==> config.mk <==
export PLATFORM = sky130hd
export DESIGN_NAME = atd_display
export DESIGN_NICKNAME = d
export VERILOG_FILES = /design/src/core/atd_pkg.sv /design/src/core/atd_seg_decode.sv /design/src/core/atd_display.sv
export SDC_FILE = /design/constraint.sdc
export NUM_CORES = 1
export LEC_CHECK = 0
export ABC_AREA = 1
export ABC_CLOCK_PERIOD_IN_PS = 6900
export BUFFER_PORTS_ARGS = -buffer_cell sky130_fd_sc_hd__buf_2
export CAP_MARGIN = 20
export CORE_UTILIZATION = 60
export CTS_CLUSTER_SIZE = 24
export DETAILED_ROUTE_END_ITERATION = 12
export PLACE_DENSITY_LB_ADDON = 0.08
export SLEW_MARGIN = 30
export SYNTH_ARGS = -nofsm -noshare
export SYNTH_HDL_FRONTEND = slang
export SYNTH_SLANG_ARGS = --single-unit
==> constraint.sdc <==
create_clock -name core_clk -period 6.9 [get_ports core_clk]
set_input_delay 0.345 -clock core_clk [delete_from_list [all_inputs] [get_ports core_clk]]
set_output_delay 0.345 -clock core_clk [all_outputs]
set_load 0.03 [all_outputs]
==> src/core/atd_pkg.sv <==
package atd_pkg;

    // Clock and timing, times in ns as printed, except the hold time in ms
    localparam int unsigned CLK_PERIOD_NS      = 40;
    localparam int unsigned PERIOD_TICK_NS     = 1200000;        // 1.2 ms
    localparam int unsigned COUNT_TICK_NS      = 3072000;        // 3.072 ms
    localparam int unsigned HOLD_TIME_MS       = 2360;           // 2.36 s
    localparam int unsigned DIGIT_RATE_HZ      = 10415;          // 10.415 kHz
    localparam int unsigned CLK_HZ             = 1000000000 / CLK_PERIOD_NS;

    // Derived cycle counts (every division rounds down)
    localparam int unsigned PERIOD_TICK_CYC    = PERIOD_TICK_NS / CLK_PERIOD_NS;
    localparam int unsigned COUNT_TICK_CYC     = COUNT_TICK_NS / CLK_PERIOD_NS;
    localparam int unsigned HOLD_CYC           = (HOLD_TIME_MS * (CLK_HZ / 1000));
    localparam int unsigned DIGIT_TICK_CYC     = CLK_HZ / DIGIT_RATE_HZ;

    // Counter widths
    localparam int unsigned TMR_W              = 26;
    localparam int unsigned ADC_W              = 8;
    localparam int unsigned BCD_W              = 4;
    localparam int unsigned SEG_W              = 7;

    // Counting figures
    localparam logic [3:0]  UNITS_WRAP         = 4'h9;           // Last value before wrap at 10
    localparam logic [3:0]  TENS_MAX           = 4'h3;           // Tens never pass 3
    localparam logic [5:0]  OFFSET_TICKS       = 6'h32;          // 50 count ticks
    localparam logic [6:0]  SEG_BLANK_N        = 7'h7f;          // All segments dark

    // Digit enable positions
    localparam int unsigned DIG_UNITS          = 0;
    localparam int unsigned DIG_TENS           = 1;

    // Units counter phase after each period pulse
    typedef enum logic {
        ATD_OFFSET = 1'b0,
        ATD_COUNT  = 1'b1
    } atd_phase_t;

    // Display pins travel together
    typedef struct packed {
        logic [1:0]       digit_en;
        logic [SEG_W-1:0] seg_n;
    } atd_disp_t;

    // Latched decimal reading
    typedef struct packed {
        logic [BCD_W-1:0] tens;
        logic [BCD_W-1:0] units;
    } atd_bcd_t;

endpackage

==> src/core/atd_seg_decode.sv <==
module atd_seg_decode
    import atd_pkg::*;
(
    // Clock and reset
    input  wire logic             core_clk,
    input  wire logic             rst,
    // Digit in, segments out
    input  wire logic [BCD_W-1:0] digit,
    output logic      [SEG_W-1:0] seg_n
);

    logic [SEG_W-1:0] seg_d;
    logic [SEG_W-1:0] seg_q;

    // Bit order g..a; low lights a segment on common-anode digits
    always_comb begin
        unique case (digit)
            4'h0:    seg_d = 7'h40;
            4'h1:    seg_d = 7'h79;
            4'h2:    seg_d = 7'h24;
            4'h3:    seg_d = 7'h30;
            4'h4:    seg_d = 7'h19;
            4'h5:    seg_d = 7'h12;
            4'h6:    seg_d = 7'h02;
            4'h7:    seg_d = 7'h78;
            4'h8:    seg_d = 7'h00;
            4'h9:    seg_d = 7'h10;
            default: seg_d = SEG_BLANK_N; // Non-decimal codes stay dark
        endcase
    end

    // Registered so segments leave on a flop edge
    always_ff @(posedge core_clk) begin
        if (rst) begin
            seg_q <= SEG_BLANK_N;
        end else begin
            seg_q <= seg_d;
        end
    end

    assign seg_n = seg_q;

endmodule

==> src/core/atd_display.sv <==
// Overview of operation
// - Sensor channel selected by default; setpoint channel while hold timer is active.
// - Hold timer keeps output high 2.36 s after the button is released.
// - Period counter advances on a 1.2 ms tick.
// - Period counter pulses once on reaching the ADC value, then restarts at zero.
// - ADC value is unsigned, 0 to 255.
// - Period pulse restarts both decimal counters and forwards their digits.
// - Units counter wraps at 10; that wrap advances the tens counter until it reaches 3.
// - Tens counter advances only on the units wrap.
// - Latches capture both counters when the period counter pulses, before restart.
// - One shared decoder, fed units and tens alternately by a toggled select flop.
// - Displayed digit alternates at 10.415 kHz.
// - Digit enables and decoder data switch together; units with first digit.
// - Display covers 0 to 39 only.
// - Full ADC range maps onto readings 0 to 99 before offset.
// - Units counter held in reset 50 count ticks after each period pulse.
// - Displayed digit's anode enable high, the other low.
module atd_display
    import atd_pkg::*;
#(
    parameter int unsigned PERIOD_CYC = PERIOD_TICK_CYC,
    parameter int unsigned COUNT_CYC  = COUNT_TICK_CYC,
    parameter int unsigned HOLD_LEN   = HOLD_CYC
)
(
    // Clock and reset
    input  wire logic             core_clk,
    input  wire logic             rst,
    // ADC reading and pushbutton pin
    input  wire logic [ADC_W-1:0] adc_data,
    input  wire logic             setpoint_button,
    // Amplifier channel select, high routes the setpoint channel
    output logic                  setpoint_select,
    // Shared segment lines and digit anode enables
    output atd_disp_t             disp
);

    // Divider step shared by all tick sources
    // Returns the wrap flag above the next count; the flag is the tick
    function automatic logic [TMR_W:0] tick_step(input logic [TMR_W-1:0] cnt, input int unsigned len);
        logic [TMR_W:0] res;
        res = '0;
        if (cnt >= TMR_W'(len - 1)) begin
            res = {1'b1, {TMR_W{1'b0}}};
        end else begin
            res = {1'b0, cnt + TMR_W'(1)};
        end
        return res;
    endfunction

    // Next decimal digit, back to zero after the last one
    function automatic logic [BCD_W-1:0] bcd_next(input logic [BCD_W-1:0] d, input logic [BCD_W-1:0] last);
        logic [BCD_W-1:0] res;
        res = d + 4'h1;
        if (d == last) begin
            res = '0;
        end
        return res;
    endfunction

    // ADC word synchroniser, three stages
    logic [ADC_W-1:0] adc_s1_q, adc_s2_q, adc_s3_q, adc_q, adc_d;

    // A new word counts once the second and third stages agree, so a word
    // caught with mixed old and new bits is never used
    always_comb begin
        adc_d = adc_q;
        if (adc_s2_q == adc_s3_q) begin
            adc_d = adc_s3_q;
        end
    end

    always_ff @(posedge core_clk) begin
        if (rst) begin
            adc_s1_q <= '0;
            adc_s2_q <= '0;
            adc_s3_q <= '0;
            adc_q    <= '0;
        end else begin
            adc_s1_q <= adc_data;
            adc_s2_q <= adc_s1_q;
            adc_s3_q <= adc_s2_q;
            adc_q    <= adc_d;
        end
    end

    // Button synchroniser, three stages; also rejects one-sample bounce
    logic btn_s1_q, btn_s2_q, btn_s3_q, btn_q, btn_d;

    always_comb begin
        btn_d = btn_q;
        if (btn_s2_q == btn_s3_q) begin
            btn_d = btn_s3_q;
        end
    end

    always_ff @(posedge core_clk) begin
        if (rst) begin
            btn_s1_q <= 1'b0;
            btn_s2_q <= 1'b0;
            btn_s3_q <= 1'b0;
            btn_q    <= 1'b0;
        end else begin
            btn_s1_q <= setpoint_button;
            btn_s2_q <= btn_s1_q;
            btn_s3_q <= btn_s2_q;
            btn_q    <= btn_d;
        end
    end

    // Tick sources: one-cycle enables from dividers
    // Dividers free-run from reset and are not tied to the period pulse,
    // so the first interval after reset or a new reading may be short
    logic [TMR_W-1:0] per_div_q, per_div_d, cnt_div_q, cnt_div_d, dig_div_q, dig_div_d;
    logic             period_tick, count_tick, digit_tick;

    always_comb begin
        {period_tick, per_div_d} = tick_step(per_div_q, PERIOD_CYC);
        {count_tick, cnt_div_d}  = tick_step(cnt_div_q, COUNT_CYC);
        {digit_tick, dig_div_d}  = tick_step(dig_div_q, DIGIT_TICK_CYC);
    end

    always_ff @(posedge core_clk) begin
        if (rst) begin
            per_div_q <= '0;
            cnt_div_q <= '0;
            dig_div_q <= '0;
        end else begin
            per_div_q <= per_div_d;
            cnt_div_q <= cnt_div_d;
            dig_div_q <= dig_div_d;
        end
    end

    // Setpoint hold timer: stretches the button's falling edge
    // A press during the stretch clears the count, so the stretch starts over
    logic [TMR_W-1:0] hold_cnt_q, hold_cnt_d;
    logic             hold_q, hold_d;

    always_comb begin
        hold_cnt_d = hold_cnt_q;
        hold_d     = hold_q;
        if (btn_q) begin
            hold_d     = 1'b1;
            hold_cnt_d = '0;
        end else if (hold_q) begin
            if (hold_cnt_q >= TMR_W'(HOLD_LEN - 1)) begin
                hold_d     = 1'b0;
                hold_cnt_d = '0;
            end else begin
                hold_cnt_d = hold_cnt_q + TMR_W'(1);
            end
        end
    end

    always_ff @(posedge core_clk) begin
        if (rst) begin
            hold_cnt_q <= '0;
            hold_q     <= 1'b0;
        end else begin
            hold_cnt_q <= hold_cnt_d;
            hold_q     <= hold_d;
        end
    end

    // Select comes straight from the hold flop, so the amplifier sees no glitch
    assign setpoint_select = hold_q;

    // Period counter: turns the ADC value into a pulse interval
    // The count meets the reading live, so a reading that drops below the
    // count ends the interval at the next tick rather than wrapping
    logic [ADC_W-1:0] per_cnt_q, per_cnt_d;
    logic             period_pulse;

    always_comb begin
        per_cnt_d    = per_cnt_q;
        period_pulse = 1'b0;
        if (period_tick) begin
            // Unsigned compare; a zero reading pulses every tick
            if ({1'b0, per_cnt_q} + 9'h001 >= {1'b0, adc_q}) begin
                period_pulse = 1'b1;
                per_cnt_d    = '0;
            end else begin
                per_cnt_d = per_cnt_q + 8'h01;
            end
        end
    end

    always_ff @(posedge core_clk) begin
        if (rst) begin
            per_cnt_q <= '0;
        end else begin
            per_cnt_q <= per_cnt_d;
        end
    end

    // Decimal counters with offset hold and output latches
    // Latches hold the last complete interval, never a count in progress;
    // units keep wrapping once tens saturate, so an overflow shows 30 to 39
    atd_phase_t       phase_q, phase_d;
    logic [5:0]       off_cnt_q, off_cnt_d;
    logic [BCD_W-1:0] units_q, units_d, tens_q, tens_d;
    atd_bcd_t         latch_q, latch_d;

    always_comb begin
        phase_d   = phase_q;
        off_cnt_d = off_cnt_q;
        units_d   = units_q;
        tens_d    = tens_q;
        latch_d   = latch_q;
        if (period_pulse) begin
            // Capture before the restart takes effect
            latch_d   = '{tens: tens_q, units: units_q};
            units_d   = '0;
            tens_d    = '0;
            // A count tick on the pulse opens the new interval, so no tick
            // is lost when the two dividers line up
            if (count_tick) begin
                off_cnt_d = 6'h01;
            end else begin
                off_cnt_d = '0;
            end
            phase_d   = ATD_OFFSET;
        end else if (count_tick) begin
            unique case (phase_q)
                ATD_OFFSET: begin
                    // Skipping 50 ticks subtracts 50 from the reading
                    if (off_cnt_q == OFFSET_TICKS - 6'h01) begin
                        phase_d = ATD_COUNT;
                    end
                    off_cnt_d = off_cnt_q + 6'h01;
                end
                ATD_COUNT: begin
                    units_d = bcd_next(units_q, UNITS_WRAP);
                    if (units_q == UNITS_WRAP) begin
                        // Saturate rather than roll; only 0 to 39 is shown
                        if (tens_q != TENS_MAX) begin
                            tens_d = bcd_next(tens_q, TENS_MAX);
                        end
                    end
                end
            endcase
        end
    end

    always_ff @(posedge core_clk) begin
        if (rst) begin
            phase_q   <= ATD_OFFSET;
            off_cnt_q <= '0;
            units_q   <= '0;
            tens_q    <= '0;
            latch_q   <= '0;
        end else begin
            phase_q   <= phase_d;
            off_cnt_q <= off_cnt_d;
            units_q   <= units_d;
            tens_q    <= tens_d;
            latch_q   <= latch_d;
        end
    end

    // Digit select flop and multiplexed decoder feed
    // Both enables come from one select bit, so they can never overlap;
    // they go dark together only in reset
    logic             sel_q, sel_d;
    logic [1:0]       en_q, en_d;
    logic [BCD_W-1:0] dec_in;
    logic [SEG_W-1:0] seg_n;

    always_comb begin
        sel_d = digit_tick ? ~sel_q : sel_q;
        // Enable and decoder both register from sel_q, so they move together
        dec_in = sel_q ? latch_q.tens : latch_q.units;
        en_d   = '0;
        en_d[sel_q ? DIG_TENS : DIG_UNITS] = 1'b1;
    end

    // Select and enables reset low, so the display is dark in reset
    always_ff @(posedge core_clk) begin
        if (rst) begin
            sel_q <= 1'b0;
            en_q  <= '0;
        end else begin
            sel_q <= sel_d;
            en_q  <= en_d;
        end
    end

    // One decoder for both digits; its output flop lines up with en_q
    atd_seg_decode u_dec (
        .core_clk (core_clk),
        .rst      (rst),
        .digit    (dec_in),
        .seg_n    (seg_n)
    );

    // Both outputs leave straight from flops
    assign disp.digit_en = en_q;
    assign disp.seg_n    = seg_n;

endmodule

Word-level counts from Yosys, hierarchy flattened
Memories as Yosys holds them, arrays and structs flattened. A register that Yosys moved wholly into a read port is not among the register bits.
Index checks and enable logic that the tools add are counted.
{"block": "totals", "register_bits": 175, "latch_bits": 0, "ramBits": 0, "rom_bits": 112, "in_bits": 11, "out_inout_bits": 10, "elab_cells": 79, "n_memories": 1}
{"block": "op_classes", "add_sub_neg": 9, "multipliers": 0, "div": 0, "n_lt_le_gt_ge": 7, "n_eq_ne": 7, "n_shift": 0, "n_mux": 22, "bitwise": 1, "reduce_logical": 10}
{"memory": "(name not given)", "depth": 16, "width": 7, "read_ports": 1, "rd_ports_with_merged_regs": 1, "wr": 0, "line_no": "atd_seg_decode.sv:17", "source": "unique case (digit)"}
{"cell": "$add A26 B1 Y26 const B", "count": 4}
{"cell": "$mux W27", "count": 3}
{"cell": "$ge A26 B12 Y1 const B", "count": 1}
{"cell": "$ge A26 B15 Y1 const B", "count": 1}
{"cell": "$ge A26 B17 Y1 const B", "count": 1}
{"cell": "$ge A26 B26 Y1 const B", "count": 1}
{"cell": "$mux W26", "count": 1}
{"cell": "$mux W6", "count": 3}
{"cell": "$mux W4", "count": 3}
{"cell": "$mux W1", "count": 10}
{"cell": "$reduce_or A2 Y1", "count": 5}
{"cell": "$add A8 B1 Y9 const B", "count": 1}
{"cell": "$ge A9 B8 Y1", "count": 1}
{"cell": "$add A4 B1 Y4 const B", "count": 2}
{"cell": "$add A8 B1 Y8 const B", "count": 1}
{"cell": "$eq A8 B8 Y1", "count": 1}
{"cell": "$mux W8", "count": 1}
{"cell": "$add A6 B1 Y6 const B", "count": 1}
{"cell": "$eq A6 B6 Y1 const B", "count": 1}
{"cell": "$eq A4 B2 Y1 const B", "count": 1}
{"cell": "$eq A4 B4 Y1 const B", "count": 1}
{"cell": "$ne A4 B2 Y1 const B", "count": 1}
{"cell": "$reduce_and A2 Y1", "count": 2}
{"cell": "$reduce_and A4 Y1", "count": 1}
{"cell": "other kinds (8)", "count": 8}

Depth between registers and ports, before layout
Gate-level depths: netlist (run 1).
{"block": "logic_depth", "ltp_word": 6, "ltp_mapped": 18, "mapped_depth_nobuf": 18}

Hierarchy
A second synthesis (run 1) with hierarchy kept.
{"block": "hier_totals", "cells_unflattened": 1001, "hier_area_um2": 7634.8}
{"module": "atd_display", "instances": 1, "cells_per_inst": 957, "area_per_inst_um2": 7290.7, "seq_area_each_um2": 3503.4}
{"module": "atd_seg_decode", "instances": 1, "cells_per_inst": 44, "area_per_inst_um2": 344.1, "seq_area_each_um2": 140.1}

Worst setup path before layout (run 1)
No wires, ideal clock.
{"block": "synth_path", "path_kind": "reg2reg", "startpoint": "register per_cnt_q[0]", "endpoint": "register off_cnt_q[2]", "setup_time_ps": 118, "t_arrival_ps": 2056, "t_required_ps": 6782, "slack_ps": 4726, "path_stages_with_launch": 17, "n_path_buf": 1, "period_less_slack_ps": 2174, "cell_sequence": "dfxtp_1 -> ha_1 -> nand3_1 -> xor2_1 -> ha_1 -> nand2_1 -> nor2_1 -> nand2_1 -> nand3_1 -> nand2_1 -> nand2_1 -> nand2_1 -> nand2_1 -> nand2_1 -> nand2_1 -> buf_2 -> nor2_1"}
{"block": "synth_via", "elab_chain_len": 6, "elab_cells_between_ends": 8, "classes_between": "add/sub (1); order compare (1); eq/ne (1); mux (3); reduce/logical (2)"}
{"item": "from (decl)", "line_no": "atd_display.sv:172", "source": "logic [ADC_W-1:0] per_cnt_q, per_cnt_d;"}
{"item": "from (signal assigned)", "line_no": "atd_display.sv:193", "source": "per_cnt_q <= per_cnt_d;"}
{"item": "$add A8 B1 Y9 (*)", "line_no": "atd_display.sv:180", "source": "if ({1'b0, per_cnt_q} + 9'h001 >= {1'b0, adc_q}) begin"}
{"item": "$ge A9 B8 Y1 (*)", "line_no": "atd_display.sv:180"}
{"item": "$mux W1 (*)", "line_no": "atd_display.sv:180"}
{"item": "$mux W1 (*)", "line_no": "atd_display.sv:178", "source": "if (period_tick) begin"}
{"item": "$ne A2 B2 Y1 (no source line) or $reduce_bool A2 Y1 (tied branches)"}
{"item": "$reduce_and A2 Y1 (no source line)"}
{"item": "to (signal assigned)", "line_no": "atd_display.sv:255", "source": "off_cnt_q <= off_cnt_d;"}
{"item": "to (decl)", "line_no": "atd_display.sv:201", "source": "logic [5:0] off_cnt_q, off_cnt_d;"}
Mark *: on every way between the ends. The rest lies on a longest branch, timed or not.
A chain may end at the register's enable or synchronous reset.

Final worst setup path (run 1)
{"block": "layout_path", "startpoint": "register per_cnt_q[0]", "endpoint": "register off_cnt_q[4]"}
The elaborated chain is that of the path after synthesis.

==> results of run 1 <==
-- worst max-delay path by stage --
stage | to | slack (ns) | cells after the start
after floorplan | off_cnt_q[2]$_SDFFE_PP0P_ | 4.73 | 16
after global placement | off_cnt_q[4]$_SDFFE_PP0P_ | 4.22 | 12
after detailed placement | off_cnt_q[4]$_SDFFE_PP0P_ | 4.12 | 12
after CTS | off_cnt_q[4]$_SDFFE_PP0P_ | 4.10 | 12
after global routing | off_cnt_q[4]$_SDFFE_PP0P_ | 3.85 | 15
final | off_cnt_q[4]$_SDFFE_PP0P_ | 4.11 | 12
-- kinds of logic (layout without fill, tap and decap cells) --
group	count (synthesis)	after routing	synth area share
simple gates	477	477	0.278
xor+xnor	43	43	0.0494
fa+ha+maj	21	21	0.0345
buf+inv	150	183	0.0762
other cells	1	34	0.000492
compound gates	119	119	0.0826
flops	182	182	0.478
-- tightest hold or removal path, cell delays in order --
cell and delay (ns):
sky130_fd_sc_hd__buf_2 0.07, sky130_fd_sc_hd__inv_1 0.03, sky130_fd_sc_hd__nor2_1 0.06
-- layout make-up --
| cell class | count | share of cell area |
|---|---|---|
| well taps | 168 | 0.0245 |
| clock inverters | 10 | 0.0168 |
| multi-input cells | 694 | 0.410 |
| clock buffers | 22 | 0.0552 |
| inverters | 131 | 0.0573 |
| flip-flops and latches | 182 | 0.424 |
| repair buffers | 20 | 0.0117 |
-- power by group --
group          total, W  internal (W)  switching (W)
clock network  0.000989      0.000601       0.000388
registers       0.00114       0.00111      0.0000286
logic          0.000296     0.0000936       0.000202
total           0.00242       0.00181       0.000619
-- synthesized netlist by cell type --
master / number
sky130_fd_sc_hd__nand2_1: 186
sky130_fd_sc_hd__dfxtp_1: 182
sky130_fd_sc_hd__nor2_1: 141
sky130_fd_sc_hd__inv_1: 128
sky130_fd_sc_hd__a21oi_1: 65
sky130_fd_sc_hd__nand3_1: 65
sky130_fd_sc_hd__o21ai_0: 41
sky130_fd_sc_hd__xor2_1: 35
sky130_fd_sc_hd__nor3_1: 25
sky130_fd_sc_hd__ha_1: 21
sky130_fd_sc_hd__nand4_1: 14
sky130_fd_sc_hd__or2_2: 9
sky130_fd_sc_hd__xnor2_1: 8
sky130_fd_sc_hd__clkbuf_1: 7
sky130_fd_sc_hd__nor4_1: 7
sky130_fd_sc_hd__nor2_2: 6
sky130_fd_sc_hd__a31oi_1: 5
sky130_fd_sc_hd__buf_2: 5
sky130_fd_sc_hd__nor2_4: 5
sky130_fd_sc_hd__buf_1: 4
sky130_fd_sc_hd__nor3_2: 4
sky130_fd_sc_hd__buf_4: 3
sky130_fd_sc_hd__nand2_4: 3
sky130_fd_sc_hd__nor3b_1: 3
sky130_fd_sc_hd__a21oi_2: 2
sky130_fd_sc_hd__inv_2: 2
sky130_fd_sc_hd__nand3b_1: 2
sky130_fd_sc_hd__o211ai_1: 2
sky130_fd_sc_hd__or2_1: 2
sky130_fd_sc_hd__a211oi_1: 1
sky130_fd_sc_hd__a31o_2: 1
sky130_fd_sc_hd__and2_2: 1
sky130_fd_sc_hd__and3_1: 1
sky130_fd_sc_hd__clkinv_1: 1
sky130_fd_sc_hd__conb_1: 1
sky130_fd_sc_hd__nand2_2: 1
sky130_fd_sc_hd__nand3b_2: 1
sky130_fd_sc_hd__o21a_1: 1
sky130_fd_sc_hd__o221a_2: 1
sky130_fd_sc_hd__or2_0: 1
-- layout by cell type, fill, tap and decap left out, drive strengths merged, types with 2 or more instances in the layout --
| master | Yosys | routed |
|---|---|---|
| xor2 | 35 | 35 |
| or2 | 12 | 12 |
| dfxtp | 182 | 182 |
| nand3b | 3 | 3 |
| clkbuf | 7 | 22 |
| a21oi | 67 | 67 |
| nor4 | 7 | 7 |
| nand2 | 190 | 190 |
| clkinv | 1 | 3 |
| a31oi | 5 | 5 |
| nor3b | 3 | 3 |
| o211ai | 2 | 2 |
| nor3 | 29 | 29 |
| xnor2 | 8 | 8 |
| conb | 1 | 34 |
| ha | 21 | 21 |
| nand4 | 14 | 14 |
| bufinv | 0 | 3 |
| o21ai | 41 | 41 |
| nand3 | 65 | 65 |
| inv | 130 | 132 |
| clkinvlp | 0 | 3 |
| nor2 | 152 | 152 |
| buf | 12 | 20 |
-- stage by stage --
stage | total power, W | instance area, um^2 | worst slack, ns | std cells | util
2_1_floorplan | 0.00139 | 7740 | 4.73 | 1026 | -
3_3_place_gp | 0.00145 | 7960 | 4.22 | 1195 | 0.652
3_5_place_dp | 0.00145 | 7960 | 4.12 | 1195 | 0.652
4_1_cts | 0.00245 | 8580 | 4.10 | 1227 | 0.703
5_1_grt | 0.00254 | 8590 | 3.85 | 1227 | 0.703
6_report | 0.00242 | 8590 | 4.11 | 1227 | 0.703
-- sequential cells by signal (all words and copies together), names as in the netlist, 6 cells and up --
name         cells
cnt_div_q       26
adc_q            8
hold_cnt_q      26
per_cnt_q        8
per_div_q       26
off_cnt_q        6
adc_s2_q         8
latch_q          8
dig_div_q       26
adc_s3_q         8
adc_s1_q         8
u_dec.seg_n      7
-- layer usage --
| layer | track usage | wire, um | part of all wire | vias up |
|---|---|---|---|---|
| li1 | - | - | - | 3232 |
| met1 | 0.275 | 6390 | 0.49 | 2677 |
| met2 | 0.383 | 6280 | 0.48 | 68 |
| met3 | 0.0545 | 300 | 0.023 | 13 |
| met4 | 0.0779 | 147 | 0.011 | 0 |
| met5 | 0 | 0 | 0 | - |
==> reports/results.txt, run 1 <==
The logs give 4.11 ns for the reg2reg setup slack and 0 for the total setup buffers inserted after CTS. The clock-pin transition on the worst setup and hold timing paths is 0.06 ns. The maximum level of the CTS H-tree came out at 4. Max-slew violation count: 0. The initial antenna violation count is 0, and the DRC violations left is 0. The mean instance size in the synthesized netlist is 7.67 um^2. The cell with the largest stage delay on the worst path was sky130_fd_sc_hd__dfxtp_1.

The category of the worst setup path launch point is a flip-flop. After detailed routing, the average wire length per cell comes to 10.7 um. Worst-margin pin slew: 0.741 ns. The clock drives 182 sinks.

The start point of the critical path was per_cnt_q[0]$_SDFFE_PP0P_. Yosys mapped the design onto 40 distinct sky130hd cell types. The tools report the total setup violations reported at the end of the flow as 0. The class of the tightest hold or removal check is in2reg.

The count of cells along the worst hold path was 3; the pin count of the biggest net entering global routing was 41. The repair_antennas step left the layout with diodes totalling 0. The height of the die works out to 115 um. Final clock skew: 0.00936 ns. The fraction of synthesized cell area taken by the top area cell type works out to 0.478. The number of max-cap violations is 0. The number of fill cells was 1043; the latest clock arrival within the worst-skew pair was 0.42 ns. The cell taking the most area after synthesis is sky130_fd_sc_hd__dfxtp_1. The number of clock buffers inserted by TritonCTS is 17, and the maximum resistive drop on vdd is 0.245 mV. The run gives 0 as the number of instances resized during post-cts repair.

The signed area change from the synthesized netlist to the final layout is 12.7%. Share of final-layout standard cells stronger than drive strength 1: 0.0812. The final route contains 5990 vias. The worst path arrival time is 3.13 ns, and the power density of the placed cells is 282 nW/um^2. The count of nets left with antenna violations once routing finished came out at 0. Before antenna repair, the detailed router went through 5 iterations.

The Yosys step of the flow raised 0 warnings. The worst setup path is captured at a flip-flop. At the end of routability-driven placement, the weighted congestion stood at 0.822.

After detailed routing, the total wire length is 13100 um. During placement, the flow inserted port buffers numbering 20. The signal on the critical path passes through ha_1 > nand3_1 > nor3_2 > xor2_1 > ha_1 > a21oi_1 > nand2_1 > nand2_1 > nand2_1 > nand2_1 > nand2_1 > nor3_1. For the number of global-route vias before repair, the log shows 5595. The buffer and inverter count on the worst path was 0; the final worst hold slack was 0.123 ns. The run gives 0.224 as the aggregate global-route resource usage.

For the worst setup path, the data required time is 7.24 ns. Standard cell core area: 12200 um^2. The floorplan has 40 rows. Summed over all cells, the static leakage comes to 3.46 nW.

For the part of the Yosys area used for sequential elements, the log shows 0.478. In this run, the number of DRC markers left after iteration 0 of detailed routing was 393. Ranked by total cell area, the synthesized netlist is headed by sky130_fd_sc_hd__dfxtp_1, sky130_fd_sc_hd__nand2_1, sky130_fd_sc_hd__nor2_1. The worst-case headroom to the max-slew limit was 0.506; the number of register bits inferred by synthesis was 182. Critical hold path startpoint: adc_data[6]. The multi-input combinational cells in the finished layout cover a total of 3520 um^2. The biggest cell delay along the critical path is 0.38 ns.

Post-synthesis cell count: 993. The post-route setup TNS is 0 ns. The detail-routed via count per cell was 4.88. The ratio of final minimum period to clock period came out at 0.405.

The floorplan die width is 115 um. The final layout contains 1078 nets. The clock period could shrink to 2.79 ns. The hold violation total from the final report came out at 0. The total congestion overflow after global routing came out at 0.

TritonCTS built the clock tree. The effective utilization at floorplan was 0.624. The source of the worst register-to-register timing path is per_cnt_q[0]$_SDFFE_PP0P_. The destination of the worst hold path is adc_s1_q[6]$_SDFF_PP0_. Based on the critical path, the design can be clocked at up to 358 MHz. In the final layout, flip-flops and latches occupy 3640 um^2. The total of hold buffers inserted after clock tree synthesis was 0.

21 I/O pins were placed. The first global-routing pass estimated 23700 um of wire. Most numerous cell on the critical path: sky130_fd_sc_hd__nand2_1. The run finished with clean final reports. The worst register-to-register path ends at off_cnt_q[4]$_SDFFE_PP0P_.

Setup repair after global routing left no endpoint under its margin. The die covers 13200 um^2. The maximum net fanout on the critical path is 14. Summed over all nets, the half-perimeter wirelength after detailed placement is 8970 um. The post-synth design cell area was 7620 um^2. The tree is rooted in a sky130_fd_sc_hd__clkbuf_16. The family with the most delay on the worst path was simple AND/OR/NAND/NOR gates.

For the worst flop-to-flop path, the logic depth is 12. Critical path start-end classification: reg2reg. The clock tree buffer depth came out at 2.
No activity file was read; power rests on OpenSTA's default activity.
==> inputs of run 2 (changes only) <==
--- a/config.mk
+++ b/config.mk
@@ -6,7 +6,7 @@
 export NUM_CORES = 1
 export LEC_CHECK = 0
 export ABC_AREA = 1
-export ABC_CLOCK_PERIOD_IN_PS = 6900
+export ABC_CLOCK_PERIOD_IN_PS = 2900
 export BUFFER_PORTS_ARGS = -buffer_cell sky130_fd_sc_hd__buf_2
 export CAP_MARGIN = 20
 export CORE_UTILIZATION = 60
==> constraint.sdc (replaced) <==
create_clock -name core_clk -period 2.9 [get_ports core_clk]
set_input_delay 0.145 -clock core_clk [delete_from_list [all_inputs] [get_ports core_clk]]
set_output_delay 0.145 -clock core_clk [all_outputs]
set_load 0.03 [all_outputs]
==> run 2 against run 1 <==
Final area rose by 0.51%. Combinational power is 140% higher. Largest cell class unchanged. Critical path type unchanged. Non-clock buffer count grew 13. Clock skew fell by 0.0027 ns. Hold slack got worse by 0.0077 ns. Wire length increased by 1.1%. First-iteration DRC count grew 0.51%. Highest routed layer unchanged. Flip-flop and latch count unchanged.
==> reports/results.txt, run 2 (synthesized netlist as in run 1, its figures left out) <==
The run finished with clean final reports. On the final layout, the worst clock skew is 0.00666 ns. The clock passes through at most 2 buffers. After global routing the overflow that remains totals 0. The clock reaches the later pin of the worst-skew pair after 0.42 ns. In this run the core area contains 40 standard-cell rows. The quantity of I/O buffers inserted on ports was 20. The worst-case IR drop observed on VDD is 0.561 mV. The share of final-layout standard cells stronger than drive strength 1 was 0.0779. After detailed routing, the total wire length is 13300 um. Once layout is done, the placed cells without fillers occupy 8630 um^2. For the pin with the worst max-slew slack, the measured transition is 0.746 ns.

The data required time at the worst endpoint was 3.23 ns. The cell count after placement is 1198. The logic gate share of total power was 0.130; the average wire per standard cell was 10.7 um.

The utilization of the core after routing came out at 0.707. The most numerous cell type found on the critical path is sky130_fd_sc_hd__nand2_1. The power density of the placed cells was 645 nW/um^2; the buffer and inverter count on the worst path was 1.

In the layout the commonest cells are sky130_fd_sc_hd__nand2_1, sky130_fd_sc_hd__dfxtp_1, sky130_fd_sc_hd__nor2_1. The count of cells in the finished layout, fillers not included, comes to 1234. The detailed-routing iteration count for the pre-antenna-repair pass was 5.

Final RePlAce weighted congestion: 0.835. The analysis attributes to cell leakage a power of 3.49 nW. The run gives 0 as the number of instances resized during post-cts repair.

The tools report the part of the power in the clock network as 0.383. The final critical-path required period works out to 2.53 ns. From synthesis to final layout, the design area changed by 13.3%. The final-stage net count came out at 1091. The logs give 0.00417 W for the internal power contribution and 0.487 for the sequential share of power.

The hold violation total from the final report is 0. For the initial antenna violation count, the log shows 0. The max-slew violation count came out at 0. The violation count after the first detailed-routing iteration was 395. The critical path goes through ha_1 > nand3_1 > xor2_1 > ha_1 > nand2_1 > inv_1 > nand2_1 > nand3_1 > nand2_1 > nand2_1 > nand2_1 > nand2_1 > nand2_1 > nand2_1 > a21oi_1. The detail-routed via count per cell is 4.91.

The path class of the tightest hold or removal check is in2reg. Number of nets with antenna violations after detailed routing: 0. The maximum level of the CTS H-tree is 4. The worst path arrival time was 2.85 ns. After clock tree synthesis, the clock-pin slew on the worst setup and hold paths is 0.06 ns.

Setup total negative slack on the finished layout was measured at 0 ns. The biggest cell delay along the critical path came out at 0.39 ns. The most common library cell in the layout ignoring fill and taps is sky130_fd_sc_hd__nand2_1.

The critical path in this run is classified as reg2reg. The number of global-route vias before repair was 5529. Setup repair after global routing left no endpoint under its margin. During I/O placement, the number of pins put on the boundary was 21. The first global-routing pass estimated 23600 um of wire. The maximum net fanout on the critical path came out at 14. STA classifies the critical path startpoint as a flip-flop.

Once placement finished, the instance area stood at 7990 um^2. The die is 115 um tall. Static timing analysis puts the maximum clock frequency at 396 MHz. The logs give 37 for the pin count of the biggest net entering global routing and 12200 um^2 for the standard cell core area. The tree is rooted in a sky130_fd_sc_hd__clkbuf_16.

The net switching power figure is 0.00139 W. Switching fraction of total power: 0.250. TritonCTS built the clock tree. The number of clock buffers inserted by TritonCTS is 17.

The DRC violations left is 0. The die covers 13200 um^2. STA classifies the critical path endpoint as a flip-flop. Cell with the largest stage delay on the worst path: sky130_fd_sc_hd__dfxtp_1. Total power after layout: 0.00557 W. The total setup violations reported at the end of the flow was 0.

After legalization and detailed placement, the total HPWL measured 8960 um. The ratio of final minimum period to clock period was 0.872. The family with the most delay on the worst path was simple AND/OR/NAND/NOR gates. The worst-case headroom to the max-slew limit is 0.500, and the count of vias placed by the detailed router is 6059. The aggregate global-route resource usage is 0.224, and the number of max-cap violations is 0.

The diode insertion count for antenna repair is 0, and the count of clock tree sinks is 182. The effective utilization at floorplan is 0.624. Measured along the x axis, the die boundary spans 115 um.
==> run 2: cell types whose count changed in the layout (fill, tap and decap cells not counted), sizes merged <==
cell,delta
bufinv,-1
dlygate4sd3,+10
clkinv,+1
inv,-2
clkinvlp,-3
clkbuf,-1
buf,+3
==> run 2: path summary, 6_finish.rpt <==
path,from,cells after the start,slack (ns),to
max,per_cnt_q[0]$_SDFFE_PP0P_,15,0.37,phase_q$_SDFFE_PP0P_
min,rst,3,0.12,cnt_div_q[16]$_SDFF_PP0_
max reg2reg,per_cnt_q[0]$_SDFFE_PP0P_,15,0.37,phase_q$_SDFFE_PP0P_
min reg2reg,adc_s1_q[6]$_SDFF_PP0_,2,0.41,adc_s2_q[6]$_SDFF_PP0_
==> run 2: stage by stage <==
step / hold WS [ns] / setup slack, ns
2_1_floorplan: 0.252 / 0.726
3_3_place_gp: 0.345 / 0.480
3_5_place_dp: 0.353 / 0.410
4_1_cts: 0.0966 / 0.377
5_1_grt: 0.115 / 0.0973
6_report: 0.115 / 0.373
==> run 2: worst register-to-register path: stages, from the launching register on <==
cell and delay (ns):
sky130_fd_sc_hd__dfxtp_1 0.39, sky130_fd_sc_hd__ha_1 0.20, sky130_fd_sc_hd__nand3_1 0.14, sky130_fd_sc_hd__xor2_1 0.23, sky130_fd_sc_hd__ha_1 0.28, sky130_fd_sc_hd__nand2_1 0.09
sky130_fd_sc_hd__inv_1 0.04, sky130_fd_sc_hd__nand2_1 0.05, sky130_fd_sc_hd__nand3_1 0.07, sky130_fd_sc_hd__nand2_1 0.06, sky130_fd_sc_hd__nand2_1 0.04, sky130_fd_sc_hd__nand2_1 0.05
sky130_fd_sc_hd__nand2_1 0.09, sky130_fd_sc_hd__nand2_1 0.09, sky130_fd_sc_hd__nand2_1 0.31, sky130_fd_sc_hd__a21oi_1 0.30
==> run 2: layout make-up <==
cell class                      instances  area, um^2
Clock inverter                          5        78.8
Timing Repair Buffer                   33         223
Multi-Input combinational cell        694        3520
Sequential cell                       182        3640
Clock buffer                           21         460
Fill cell                            1029        3580
Inverter                              131         492
Tap cell                              168         210
==> run 2: what timing repair did <==
item                                   4_1_cts  5_1_grt
buffers inserted                             0        0
endpoints found under the hold margin        9        0
hold buffers                                10        0
==> run 2: per-layer routing <==
layer  vias up  track usage  wire [um]
li1       3256            -          -
met1      2711        0.276       6470
met2        71        0.385       6210
met3        21       0.0561        392
met4         0       0.0719        186
met5         -            0          0
==> run 2: power groups by stage <==
stage / combinational, W / sequential (W) / clock (W)
after detailed placement: 0.000711 / 0.00276 / 0
final: 0.000721 / 0.00271 / 0.00213
after floorplan: 0.000510 / 0.00280 / 0
after CTS: 0.000726 / 0.00271 / 0.00219
after global routing: 0.000849 / 0.00273 / 0.00229
after global placement: 0.000702 / 0.00276 / 0
